==> config.mk <==
export PLATFORM = sky130hd
export DESIGN_NAME = dts_thermal_status
export DESIGN_NICKNAME = d
export VERILOG_FILES = /design/src/design/dts_pkg.sv /design/src/design/dts_sync_reg.sv /design/src/design/dts_thermal_status.sv
export SDC_FILE = /design/constraint.sdc
export NUM_CORES = 1
export LEC_CHECK = 0
export BUFFER_PORTS_ARGS = -buffer_cell sky130_fd_sc_hd__buf_2
export CORE_MARGIN = 4
export CORE_UTILIZATION = 40
export CTS_BUF_LIST = sky130_fd_sc_hd__clkbuf_16
export DETAILED_ROUTE_END_ITERATION = 8
export PLACE_DENSITY = 0.81
export RECOVER_POWER = 50
export SETUP_SLACK_MARGIN = 0.4
export SLEW_MARGIN = 20
export SYNTH_ARGS = -nofsm -noshare
export SYNTH_HDL_FRONTEND = slang
export SYNTH_SLANG_ARGS = --single-unit
==> constraint.sdc <==
create_clock -name clk -period 2 [get_ports clk]
set_input_delay 0.6 -clock clk [delete_from_list [all_inputs] [get_ports clk]]
set_output_delay 0.6 -clock clk [all_outputs]
set_load 0.01 [all_outputs]
==> src/design/dts_pkg.sv <==
/*
 * Package for the die temperature status block: register field positions,
 * reset values, feature-identification bits and carrier structs.
 * Assumes a core-side register port that addresses the two registers
 * by select line, with no public bus around it.
 */
// Behaviour
// - Feature bits 22 and 29 report presence
// - Leaf 06H reports sensor, threshold count
// - Reading saturates at activation point
// - Status bit 0 mirrors hot output
// - Bit 1 sticky hot log
// - Bit 2 shows gated external hot or reduction
// - Bit 3 latches external events, gated hot
// - Bit 4 mirrors critical detector
// - Bit 5 sticky critical log
// - Bits 6,7 first threshold status and log
// - Bits 8,9 second threshold status and log
// - Bits 22:16 degrees below activation
// - Bits 30:27 report sensor resolution
// - Bit 31 marks reading valid
// - Control bit 0 enables hot-going interrupt
// - Control bit 1 enables cool-going interrupt
// - Bits 2,3 enable external event interrupts
// - Bit 4 enables critical interrupt
// - Threshold fields 14:8 and 22:16
// - Threshold enables 15,23 active low, both ways
package dts_pkg;

    ////////////////////////////////////////////////////////////////////////
    localparam int FEAT_PRESENT_BIT = 22;
    localparam int FEAT_THROTTLE_BIT = 29;
    localparam logic [7:0] LEAF_THERMAL = 8'h06;
    localparam int LEAF_SENSOR_BIT = 0;
    localparam int LEAF_NTHR_LO = 0;
    localparam logic [3:0] NUM_THRESHOLDS = 4'h2;

    ////////////////////////////////////////////////////////////////////////
    localparam int ST_HOT = 0;
    localparam int ST_HOT_LOG = 1;
    localparam int ST_EXT = 2;
    localparam int ST_EXT_LOG = 3;
    localparam int ST_CRIT = 4;
    localparam int ST_CRIT_LOG = 5;
    localparam int ST_THR1 = 6;
    localparam int ST_THR1_LOG = 7;
    localparam int ST_THR2 = 8;
    localparam int ST_THR2_LOG = 9;
    localparam int ST_READ_LO = 16;
    localparam int ST_RES_LO = 27;
    localparam int ST_VALID = 31;

    ////////////////////////////////////////////////////////////////////////
    localparam int IC_HIGH_EN = 0;
    localparam int IC_LOW_EN = 1;
    localparam int IC_EXTHOT_EN = 2;
    localparam int IC_FPR_EN = 3;
    localparam int IC_CRIT_EN = 4;
    localparam int IC_THR1_LO = 8;
    localparam int IC_THR1_DIS = 15;
    localparam int IC_THR2_LO = 16;
    localparam int IC_THR2_DIS = 23;
    localparam logic [31:0] IC_RESET = 32'h0000_0000;
    localparam logic [3:0] RESOLUTION_DEG = 4'h1;

    ////////////////////////////////////////////////////////////////////////
    typedef struct packed {
        logic       hot;
        logic       extHot;
        logic       forceReduce;
        logic       critical;
        logic       valid;
        logic [6:0] reading;
    } dts_sense_s;

    typedef struct packed {
        logic        wrStatus;
        logic        wrControl;
        logic [31:0] wrData;
    } dts_regwr_s;

endpackage

==> src/design/dts_sync_reg.sv <==
/*
 * Small register stage holding the registered copy of the status word.
 * Assumes the parent computes the next words combinationally.
 */
`timescale 1ns/1ps
module dts_sync_reg #(
    parameter int W = 32
) (
    // Clock and reset
    input  wire logic         clk,
    input  wire logic         rst_n,
    // Data
    input  wire logic [W-1:0] dataD,
    output logic      [W-1:0] dataQ
);
    always_ff @(posedge clk or negedge rst_n)
    begin
        if (!rst_n)
            dataQ <= '0;
        else
            dataQ <= dataD;
    end
endmodule

==> src/design/dts_thermal_status.sv <==
/*
 * Thermal status and interrupt logic around the on-die sensor.
 * Holds the status and interrupt-control registers, the feature words
 * and the interrupt request. Assumes sensor inputs are synchronous to clk
 * and that register writes arrive as one-cycle strobes.
 */
`timescale 1ns/1ps
module dts_thermal_status #(
    parameter logic [3:0] RESOLUTION = dts_pkg::RESOLUTION_DEG
) (
    // Clock and reset
    input  wire logic               clk,
    input  wire logic               rst_n,
    // Sensor and platform
    input  dts_pkg::dts_sense_s     sense,
    input  wire logic               bidirHotEn,
    input  wire logic               throttlePresent,
    // Register writes
    input  dts_pkg::dts_regwr_s     regWr,
    // Feature query leaf select
    input  wire logic [7:0]         featLeaf,
    // Read side
    output logic [31:0]             statusRd,
    output logic [31:0]             controlRd,
    output logic [31:0]             featEdx,
    output logic [31:0]             leafEax,
    output logic [31:0]             leafEbx,
    output logic                    thermIrq
);

    ////////////////////////////////////////////////////////////////////////
    function automatic logic [6:0] thrField(input logic [31:0] c, input int lo);
        thrField = c[lo +: 7];
    endfunction

    logic [31:0] ctrlQ, ctrlD;
    logic [2:0]  logQ, logD;          // hot, ext, crit logs
    logic [1:0]  thrLogQ, thrLogD;
    logic [1:0]  thrStQ, thrStD;
    logic        hotQ, critQ, extQ, fprQ;
    logic        irqD;
    logic [6:0]  readSat;
    logic        extEvt;
    logic [31:0] statusD, featD, eaxD, ebxD;

    ////////////////////////////////////////////////////////////////////////
    // Readings below zero cannot be encoded, so the field floors at the activation point
    assign readSat = sense.reading;   // 7-bit unsigned; zero is the hottest code
    assign extEvt  = (sense.extHot & bidirHotEn) | sense.forceReduce;

    always_comb
    begin
        ctrlD = ctrlQ;
        if (regWr.wrControl)
            ctrlD = regWr.wrData & 32'h00ff_ff1f;
        // Lower code means hotter: at-or-above threshold when reading <= threshold
        thrStD[0] = sense.valid & (readSat <= thrField(ctrlQ, dts_pkg::IC_THR1_LO));
        thrStD[1] = sense.valid & (readSat <= thrField(ctrlQ, dts_pkg::IC_THR2_LO));
        logD = logQ;
        thrLogD = thrLogQ;
        if (regWr.wrStatus)
        begin
            // Zero clears, one
            logD[0] = logQ[0] & regWr.wrData[dts_pkg::ST_HOT_LOG];
            logD[1] = logQ[1] & regWr.wrData[dts_pkg::ST_EXT_LOG];
            logD[2] = logQ[2] & regWr.wrData[dts_pkg::ST_CRIT_LOG];
            thrLogD[0] = thrLogQ[0] & regWr.wrData[dts_pkg::ST_THR1_LOG];
            thrLogD[1] = thrLogQ[1] & regWr.wrData[dts_pkg::ST_THR2_LOG];
        end
        // Set wins over a clear in the same cycle
        if (sense.hot)
            logD[0] = 1'b1;
        if (extEvt)
            logD[1] = 1'b1;
        if (sense.critical)
            logD[2] = 1'b1;
        if (thrStD[0])
            thrLogD[0] = 1'b1;
        if (thrStD[1])
            thrLogD[1] = 1'b1;
    end

    always_comb
    begin
        irqD = 1'b0;
        if (ctrlQ[dts_pkg::IC_HIGH_EN] & sense.hot & ~hotQ)
            irqD = 1'b1;
        if (ctrlQ[dts_pkg::IC_LOW_EN] & ~sense.hot & hotQ)
            irqD = 1'b1;
        if (ctrlQ[dts_pkg::IC_EXTHOT_EN] & bidirHotEn & sense.extHot & ~extQ)
            irqD = 1'b1;
        if (ctrlQ[dts_pkg::IC_FPR_EN] & sense.forceReduce & ~fprQ)
            irqD = 1'b1;
        if (ctrlQ[dts_pkg::IC_CRIT_EN] & sense.critical & ~critQ)
            irqD = 1'b1;
        if (~ctrlQ[dts_pkg::IC_THR1_DIS] & (thrStD[0] != thrStQ[0]))
            irqD = 1'b1;
        if (~ctrlQ[dts_pkg::IC_THR2_DIS] & (thrStD[1] != thrStQ[1]))
            irqD = 1'b1;
    end

    always_comb
    begin
        statusD = 32'h0000_0000;
        statusD[dts_pkg::ST_HOT]      = sense.hot;
        statusD[dts_pkg::ST_HOT_LOG]  = logD[0];
        statusD[dts_pkg::ST_EXT]      = extEvt;
        statusD[dts_pkg::ST_EXT_LOG]  = logD[1];
        statusD[dts_pkg::ST_CRIT]     = sense.critical;
        statusD[dts_pkg::ST_CRIT_LOG] = logD[2];
        statusD[dts_pkg::ST_THR1]     = thrStD[0];
        statusD[dts_pkg::ST_THR1_LOG] = thrLogD[0];
        statusD[dts_pkg::ST_THR2]     = thrStD[1];
        statusD[dts_pkg::ST_THR2_LOG] = thrLogD[1];
        statusD[dts_pkg::ST_READ_LO +: 7] = readSat;
        statusD[dts_pkg::ST_RES_LO +: 4]  = RESOLUTION;
        statusD[dts_pkg::ST_VALID]    = sense.valid;
        featD = 32'h0000_0000;
        featD[dts_pkg::FEAT_PRESENT_BIT]  = 1'b1;
        featD[dts_pkg::FEAT_THROTTLE_BIT] = throttlePresent;
        eaxD = 32'h0000_0000;
        ebxD = 32'h0000_0000;
        if (featLeaf == dts_pkg::LEAF_THERMAL)
        begin
            eaxD[dts_pkg::LEAF_SENSOR_BIT] = 1'b1;
            ebxD[dts_pkg::LEAF_NTHR_LO +: 4] = dts_pkg::NUM_THRESHOLDS;
        end
    end

    ////////////////////////////////////////////////////////////////////////
    // Status writes never reach the read-only fields; they change only the logs held here
    always_ff @(posedge clk or negedge rst_n)
    begin
        if (!rst_n)
        begin
            ctrlQ    <= dts_pkg::IC_RESET;
            logQ     <= 3'h0;
            thrLogQ  <= 2'h0;
            thrStQ   <= 2'h0;
            hotQ     <= 1'b0;
            critQ    <= 1'b0;
            extQ     <= 1'b0;
            fprQ     <= 1'b0;
            thermIrq <= 1'b0;
            featEdx  <= 32'h0000_0000;
            leafEax  <= 32'h0000_0000;
            leafEbx  <= 32'h0000_0000;
            controlRd <= 32'h0000_0000;
        end
        else
        begin
            ctrlQ    <= ctrlD;
            logQ     <= logD;
            thrLogQ  <= thrLogD;
            thrStQ   <= thrStD;
            hotQ     <= sense.hot;
            critQ    <= sense.critical;
            extQ     <= sense.extHot;
            fprQ     <= sense.forceReduce;
            thermIrq <= irqD;
            featEdx  <= featD;
            leafEax  <= eaxD;
            leafEbx  <= ebxD;
            controlRd <= ctrlD;
        end
    end

    // Status word kept in its own stage so reads always see a registered copy
    dts_sync_reg #(.W(32)) uStatus (
        .clk   (clk),
        .rst_n (rst_n),
        .dataD (statusD),
        .dataQ (statusRd)
    );
endmodule

; ---- Yosys cells after proc, flatten, opt, wreduce, memory -nomap -nowiden
; Index checks and enable logic that the tools add are counted.
[op_classes]
order_cmp = 2
n_eq_ne = 3
n_mux = 16
bitwise = 29
[op_table]
columns = op, count
row1 = 1-bit AND, 21
row2 = 7-bit less-or-equal comparator, 2
row3 = 1-bit 2-to-1 mux, 13
row4 = 8-bit by 3-bit == test with 1-bit output (second input constant), 1
row5 = 1-bit inverter, 7
row6 = 2-bit 2-to-1 mux, 2
row7 = 3-bit 2-to-1 mux, 1
row8 = 1-bit != test, 2
row9 = 1-bit bitwise OR, 1
[word_totals]
ff_bits = 59
inputBits = 58
output_inout_bits = 161
word_cells = 63

; ---- Depth between registers and ports, before layout
; Gate-level depths: netlist of the first run.
[depth]
depth_word = 9
ltp_mapped = 7
mapped_depth_nobuf = 7

; ---- Cells and area by module
; Synthesis of the first run repeated with hierarchy kept, for this count alone.
[hier_totals]
cells_unflattened = 291
area_unflattened_um2 = 3270.6
[modules_own_cells]
columns = mod, n_inst, cells_each, area_per_inst_um2, seq_area_each_um2
row1 = dts_thermal_status, 1, 259, 2469.9, 900.9
row2 = dts_sync_reg, 1, 32, 800.8, 800.8

; ---- Worst setup path before layout of the first run
; OpenSTA, ideal clock, no wires.
[synth_timing]
path_kind = input-to-reg
start = input sense[6] in the netlist's numbering
end = register thermIrq
setup_time_ns = 0.142
t_arrival_ns = 1.712
required_time_ns = 1.858
setup_slack_ns = 0.147
stages = 6
n_path_buf = 0
path_cell_list = ha_1 -> and3_1 -> o2111ai_1 -> a21oi_2 -> mux2i_1 -> o221ai_1
[synth_via]
elab_chain_len = 6
word_cells_on_any_way = 10
cone_classes = order compare: 2 / eq/ne: 2 / mux: 2 / bitwise: 4
[synth_lines]
columns = element, line_no
row1 = start: declaration, dts_thermal_status.sv:15  ; input dts_pkg::dts_sense_s sense,
row2 = 7-bit less-or-equal comparator, dts_thermal_status.sv:57  ; thrStD[0] = sense.valid & (readSat <= thrField(ctrlQ, dts_pkg::IC_THR1_LO));
row3 = 1-bit AND, dts_thermal_status.sv:57
row4 = 1-bit != test, dts_thermal_status.sv:96  ; if (~ctrlQ[dts_pkg::IC_THR1_DIS] & (thrStD[0] != thrStQ[0]))
row5 = 1-bit AND, dts_thermal_status.sv:96
row6 = 1-bit 2-to-1 mux, dts_thermal_status.sv:96
row7 = 1-bit 2-to-1 mux (*), dts_thermal_status.sv:98  ; if (~ctrlQ[dts_pkg::IC_THR2_DIS] & (thrStD[1] != thrStQ[1]))
row8 = named net irqD, dts_thermal_status.sv:41  ; logic irqD;
row9 = end signal: assignment, dts_thermal_status.sv:160  ; thermIrq <= irqD;
row10 = end: declaration, dts_thermal_status.sv:28  ; output logic thermIrq
; The timed path passes the listed nets; every way through them passes the cells marked *.
; A chain may end at the register's enable or synchronous reset.

; ---- Worst setup path in the final report of the first run
[layout_timing]
start = input sense[5] in the netlist's numbering
end = register thermIrq
; The elaborated chain is that of the path after synthesis.

==> results of run 1 <==
## timing repair
| action | CTS | global route |
|---|---|---|
| resized for setup | 13 | 9 |
| endpoints found under the setup margin | 2 | 4 |
| gates cloned | 0 | 0 |
| pin swaps | 6 | 6 |
| setup buffers | 2 | 1 |
| hold endpoints to repair | 0 | 0 |
## layer usage
| layer | GRT usage | up-vias | wire length (um) |
|---|---|---|---|
| met5 | 0 | - | 0 |
| met1 | 0.144 | 870 | 1990 |
| met3 | 0.0230 | 12 | 576 |
| met4 | 0.0582 | 0 | 160 |
| li1 | - | 892 | - |
| met2 | 0.226 | 113 | 2990 |
## cell usage after synthesis
library cell / instances / area share
nand2_1: 15 / 0.020
and2b_2: 1 / 0.0031
o22a_1: 1 / 0.0031
a211oi_1: 2 / 0.0053
nand4bb_1: 1 / 0.0040
nand3b_1: 2 / 0.0053
nand4_1: 2 / 0.0044
nand4b_1: 1 / 0.0031
a21o_1: 2 / 0.0053
nand3_1: 2 / 0.0036
o21bai_1: 1 / 0.0027
mux2_2: 9 / 0.036
conb_1: 2 / 0.0027
dfrtp_1: 45 / 0.40
a21o_2: 1 / 0.0031
o2111ai_1: 1 / 0.0031
a221oi_2: 1 / 0.0053
o211ai_1: 1 / 0.0027
a21oi_1: 2 / 0.0036
inv_1: 17 / 0.023
ha_1: 14 / 0.062
nand2b_1: 3 / 0.0067
o221ai_1: 1 / 0.0031
and3_1: 1 / 0.0022
mux2i_1: 2 / 0.0071
o21ai_0: 20 / 0.036
o22ai_1: 2 / 0.0044
clkbuf_1: 3 / 0.0040
or4_1: 1 / 0.0027
nor2_1: 6 / 0.0080
buf_2: 1 / 0.0018
buf_4: 120 / 0.32
a21oi_2: 1 / 0.0031
## worst register-to-register path, stage by stage, from the launching register on
cell,delay (ns)
dfrtp_1,0.39
inv_2,0.08
ha_4,0.21
a21o_4,0.21
a221oi_4,0.31
a21oi_4,0.10
mux2i_1,0.18
o221ai_1,0.12
## sequential cells by signal, indices dropped and copies added (netlist names)
| signal | flops |
|---|---|
| ctrlQ | 21 |
| featEdx | 1 |
| fprQ | 1 |
| logQ | 2 |
| thrStQ | 1 |
| thermIrq | 1 |
| extQ | 1 |
| thrLogQ | 1 |
| leafEbx | 1 |
| uStatus.dataQ | 15 |
## cell families (layout without fill, tap and decap cells)
group | after synthesis | after routing | synth area share
buffers and inverters | 141 | 126 | 0.348
DFF | 45 | 45 | 0.400
AOI/OAI and AO/OA | 36 | 36 | 0.0804
and+or+nand+nor | 35 | 35 | 0.0631
adders and majority gates | 14 | 14 | 0.0622
muxes | 11 | 11 | 0.0431
other | 2 | 117 | 0.00267
## power by group through the flow
| stage | clock (mW) | combinational [mW] | sequential, mW |
|---|---|---|---|
| 6_report | 0.788 | 0.593 | 1.03 |
| 3_3_place_gp | 0 | 0.530 | 1.04 |
| 5_1_grt | 0.858 | 0.654 | 1.04 |
| 4_1_cts | 0.812 | 0.569 | 1.03 |
| 2_1_floorplan | 0 | 0.457 | 1.08 |
| 3_5_place_dp | 0 | 0.546 | 1.05 |
## worst max-delay path by stage
stage	slack (ns)	endpoint	depth (start not counted)
after floorplan	0.26	thermIrq	6
after global placement	0.04	thermIrq	7
after detailed placement	-0.03	thermIrq	7
after CTS	0.28	thermIrq	7
after global routing	0.12	thermIrq	7
final	0.18	thermIrq	7
## cell usage in the layout, fill, tap and decap left out, types with 2 or more instances in the layout
cell / Yosys / final
nand4_1: 2 / 2
mux2_2: 9 / 9
ha_4: 0 / 7
nor2_1: 6 / 6
a21oi_2: 1 / 2
ha_1: 14 / 7
buf_2: 1 / 79
clkbuf_16: 0 / 5
nand2b_1: 3 / 3
clkinvlp_4: 0 / 2
dfrtp_1: 45 / 45
clkbuf_1: 3 / 14
o22ai_1: 2 / 2
inv_2: 0 / 4
o21ai_0: 20 / 18
buf_4: 120 / 7
mux2i_1: 2 / 2
nand3b_1: 2 / 2
a21o_1: 2 / 2
conb_1: 2 / 117
nand2_1: 15 / 15
nand3_1: 2 / 2
inv_1: 17 / 14
## stage by stage
stage | power (mW) | hold slack, ns | cells | worst slack (ns) | util
after floorplan | 1.54 | 0.304 | 399 | 0.264 | -
after global routing | 2.55 | 0.412 | 480 | 0.123 | 0.478
final | 2.41 | 0.425 | 480 | 0.179 | 0.478
after CTS | 2.41 | 0.304 | 479 | 0.280 | 0.476
after global placement | 1.57 | 0.487 | 469 | 0.0427 | 0.446
after detailed placement | 1.59 | 0.502 | 469 | -0.0329 | 0.446
## final cells by class
class	instances	area [um2]
Fill cell	647	3570
Sequential cell	45	1130
Multi-Input combinational cell	213	1290
Clock inverter	3	18.8
Clock buffer	5	125
Inverter	17	63.8
Timing Repair Buffer	101	520
Tap cell	96	120
==> metrics.csv, run 1 <==
metric,value,unit
DRT Wirelength,5720,um
Layout Skew,0.00924,ns
CP startpoint,sense[5],
"Slowest-stage cell, CP",a221oi_4,
Final Wtd Congestion,0.819,
ratio of final minimum period to clock period,0.910,
Initial Util,0.412,
Slew Limit Fails,0,
nature of the critical path startpoint,input port,
gr usage total,0.126,
share of cells above drive strength 1,0.323,
root buffer selected by CTS,clkbuf_16,
"Avg Cell Area, Syn",9.91,um2
final critical-path required period,1.82,ns
Die ar.,8440,um2
crit end category,register,
Reg power frac,0.427,
Worst EP required,2.15,ns
VDD IR max,319,uV
number of synthesized register bits,45,
CTS buffer count,5,
initial antenna violation count,0,
Ant. Diodes,0,
area growth from synthesis to layout,16.0,%
status,completed,
Switch Pwr,729,uW
"Cell Area, Placed",3040,um2
CP cell instances,"clkbuf_1, ha_4, a21o_4, a221oi_4, a21oi_4, mux2i_1, o221ai_1",
Die Wd,91.9,um
"Seq/Total Area, Yosys",0.400,
hold depth,1,
FMAX,549,MHz
WS Path Type,in -> reg,
P per Cell Area,737,nW/um2
vias in the first global route,1667,
chip height,91.9,um
switching part of the total power,0.303,
Reg2Reg Depth,7,
clock-pin slew on the worst setup and hold paths,0.06,ns
Hold Crit Start,throttlePresent,
area of the mapped netlist,2820,um2
Internal,1.68,mW
Worst Path Arrival,1.97,ns
# nets final,455,
sink of the worst hold path,featEdx[29],
DRT antenna net count,0,
H-tree levels,2,
later-pin clock latency in the skew report,0.29,ns
hpwl dp,4700,um
Post-Synthesis Cells,284,
CP max FO,3,
Comb pwr share,0.246,
clock power share,0.327,
slew margin rel.,0.143,
WP buf/inv,1,
IO Count,219,
r2r startpoint,ctrlQ[13],
CP peak stage delay,0.31,ns
maxcap violations,0,
# port buffers,93,
row cnt,30,
unrepaired setup endpoints after global routing,true,
Hold Crit Class,in -> reg,
core area,6830,um2
DRC errors left,0,
Via Count,1887,
drt pass-1 iters,4,
Fin. Hold Viols,0,
wire per inst,11.9,um
worst slew pin tran,1.29,ns
CTS tree,yes,
R2R setup slack,0.28,ns
design area,3270,um2
Netlist cell types,33,
largest net degree at the start of global routing,25,
Setup Viol. Count Final,0,
yosys warns,0,
Top delay family on crit path,compound AO/OA/AOI/OAI gates,
first-pass GRT wire length,8410,um
setup_tns,0,ns
leakage power,1.71,nW
CTS Hold Buffers Added,0,
initial DRC count,48,
clk sinks,45,
GRT overflow,0,
routed vias/inst,3.93,
r2r endpoint,thermIrq,
clk buf depth,2,
Power figures use the tool's default switching activity.
==> inputs of run 2 (changes only) <==
--- a/config.mk
+++ b/config.mk
@@ -6,11 +6,12 @@
 export NUM_CORES = 1
 export LEC_CHECK = 0
 export BUFFER_PORTS_ARGS = -buffer_cell sky130_fd_sc_hd__buf_2
+export CAP_MARGIN = 20
 export CORE_MARGIN = 4
-export CORE_UTILIZATION = 40
+export CORE_UTILIZATION = 36
 export CTS_BUF_LIST = sky130_fd_sc_hd__clkbuf_16
 export DETAILED_ROUTE_END_ITERATION = 8
-export PLACE_DENSITY = 0.81
+export PLACE_DENSITY = 0.77
 export RECOVER_POWER = 50
 export SETUP_SLACK_MARGIN = 0.4
 export SLEW_MARGIN = 20
==> constraint.sdc (replaced) <==
create_clock -name clk -period 1.56 [get_ports clk]
set_input_delay 0.468 -clock clk [delete_from_list [all_inputs] [get_ports clk]]
set_output_delay 0.468 -clock clk [all_outputs]
set_load 0.01 [all_outputs]
==> run 2 against run 1 <==
  * The flow now finishes with violations (negative setup slack)
  * Clock skew down 0.0063 ns
  * Core utilization down 1.2 points
  * Wire length up 5.8%
  * Hold slack worse by 0.12 ns
  * Clock-buffer cell count unchanged
  * Power up 37%
  * Combinational power up 42%
  * Flip-flop and latch count unchanged
  * Cell count up 4.4%
  * Sequential share of layout area down 1.9 points
  * Global-route usage down 1.3 points
  * Final area up 5.8%
  * Largest cell class unchanged
==> metrics.csv, run 2 (same netlist as run 1, synthesis figures left out) <==
metric,value,unit,change
status,"finished, violations left",,
failing checks,negative setup slack,,
setup ws final,-0.102,ns,-0.281 ns
P per Cell Area,955,nW/um2,+29%
chip height,96.4,um,+4.9%
Ant. Diodes,0,,unchanged
GRT overflow,0,,unchanged
Final Wtd Congestion,0.776,,-5.2%
core area,7410,um2,+8.4%
WS Path Type,in -> reg,,
share of cells above drive strength 1,0.378,,+0.0552
leakage power,1.84,nW,+7.3%
final critical-path required period,1.66,ns,
largest registers,"ctrlQ (21), uStatus.dataQ (15), logQ (2)",,
Hold Crit Class,in -> reg,,
unrepaired setup endpoints after global routing,true,,
Worst Path Arrival,1.80,ns,-0.17 ns
CP max FO,3,,unchanged
clk sinks,45,,unchanged
Slew Limit Fails,0,,unchanged
slew margin rel.,0.248,,+0.104
Reg with most FFs,ctrlQ,,
clock-pin slew on the worst setup and hold paths,0.06,ns,about the same
H-tree levels,2,,unchanged
routed vias/inst,3.87,,-1.6%
row cnt,31,,+3.3%
initial DRC count,25,,-48%
later-pin clock latency in the skew report,0.27,ns,-0.02 ns
Via Count,1938,,+2.7%
crit end category,register,,
Fillers,716,,+11%
"commonest non-fill, non-tap cell in the layout",conb_1,,
CTS tree,yes,,
gr usage total,0.113,,-0.0129
largest net degree at the start of global routing,46,,+84%
initial antenna violation count,0,,unchanged
"Slowest-stage cell, CP",ha_4,,
Fin. Hold Viols,0,,unchanged
root buffer selected by CTS,clkbuf_16,,
IO Count,219,,unchanged
wire per inst,12.1,um,+1.4%
# nets final,473,,+4.0%
area growth from synthesis to layout,22.8,%,
setup_tns,-0.155,ns,-0.155 ns
VDD IR max,507,uV,+59%
DRT Wirelength,6050,um,+5.8%
hpwl dp,4870,um,+3.6%
DRC errors left,0,,unchanged
CP peak stage delay,0.26,ns,-0.05 ns
DRT antenna net count,0,,unchanged
drt pass-1 iters,4,,unchanged
Tot Pwr,3.30,mW,+37%
number of flip-flops in the largest register,21,,unchanged
ratio of final minimum period to clock period,1.07,,
FMAX,602,MHz,
Setup Viol. Count Final,4,,+4
CP cell instances,"clkbuf_1, ha_4, a21o_2, a221oi_2, a21oi_2, mux2i_1, o221ai_1",,
Initial Util,0.380,,-0.0321
"commonest cells after routing, fill and taps aside","conb_1 (117), buf_2 (79), dfrtp_1 (45), buf_4 (23), o21ai_0 (17)",,
Worst EP required,1.70,ns,-0.45 ns
CTS buffer count,5,,unchanged
Die Wd,96.4,um,+4.9%
Die ar.,9300,um2,+10%
# port buffers,93,,unchanged
maxcap violations,0,,unchanged
nature of the critical path startpoint,input port,,
Layout Skew,0.00298,ns,-0.00626 ns
first-pass GRT wire length,8110,um,-3.6%
vias in the first global route,1704,,+2.2%
clk buf depth,2,,unchanged
worst slew pin tran,1.13,ns,-0.157 ns
## run 2: where the power goes
group	internal, mW	switching (mW)
sequential	1.27	0.0494
clock	0.744	0.400
combinational	0.368	0.473
## run 2: routing by layer
| layer | track usage | wire length (um) |
|---|---|---|
| met1 | 0.129 | 2110 |
| met2 | 0.214 | 3290 |
| met3 | 0.0194 | 580 |
| met4 | 0.0315 | 70 |
| met5 | 0 | 0 |
## run 2: critical path, delay by kind of cell
| kind | cells | cell delay [ns] |
|---|---|---|
| compound gates | 4 | 0.68 |
| fa+ha+maj | 1 | 0.26 |
| buf+inv | 1 | 0.22 |
| mux | 1 | 0.16 |
## run 2: repair_timing
action                                  in CTS  in global routing
endpoints found under the setup margin      50                 50
setup buffers                               13                  4
gates resized for setup                      6                 13
pin swaps                                    3                  6
hold buffers                                 0                  0
## run 2: worst paths after layout
kind                            startpoint                end  slack (ns)  cells after the start
min reg2reg                     thrLogQ[0]         thrLogQ[0]        0.52                      2
max in group asynchronous            rst_n           thermIrq        0.39                      2
max reg2reg                      ctrlQ[13]           thermIrq       -0.10                      7
max                               sense[5]           thermIrq       -0.10                      7
min                        throttlePresent        featEdx[29]        0.31                      1
min in group asynchronous            rst_n  uStatus.dataQ[22]        0.49                      2
## run 2: final cells by class
| class | instances | area, um2 | area share |
|---|---|---|---|
| Tap cell | 99 | 124 | 0.0358 |
| Clock inverter | 3 | 37.5 | 0.0109 |
| Timing Repair Buffer | 119 | 693 | 0.201 |
| Clock buffer | 5 | 125 | 0.0362 |
| Inverter | 17 | 63.8 | 0.0185 |
| Multi-Input combinational cell | 213 | 1290 | 0.372 |
| Sequential cell | 45 | 1130 | 0.326 |
## run 2: through the flow
step	util	hold WS [ns]	setup WS, ns	cells	area (um2)
after floorplan	-	0.172	-0.0436	399	3380
after global placement	0.421	0.466	-0.286	476	3120
after detailed placement	0.421	0.465	-0.298	476	3120
after CTS	0.458	0.168	-0.0916	497	3390
after global routing	0.466	0.297	-0.172	501	3460
final	0.466	0.307	-0.102	501	3460
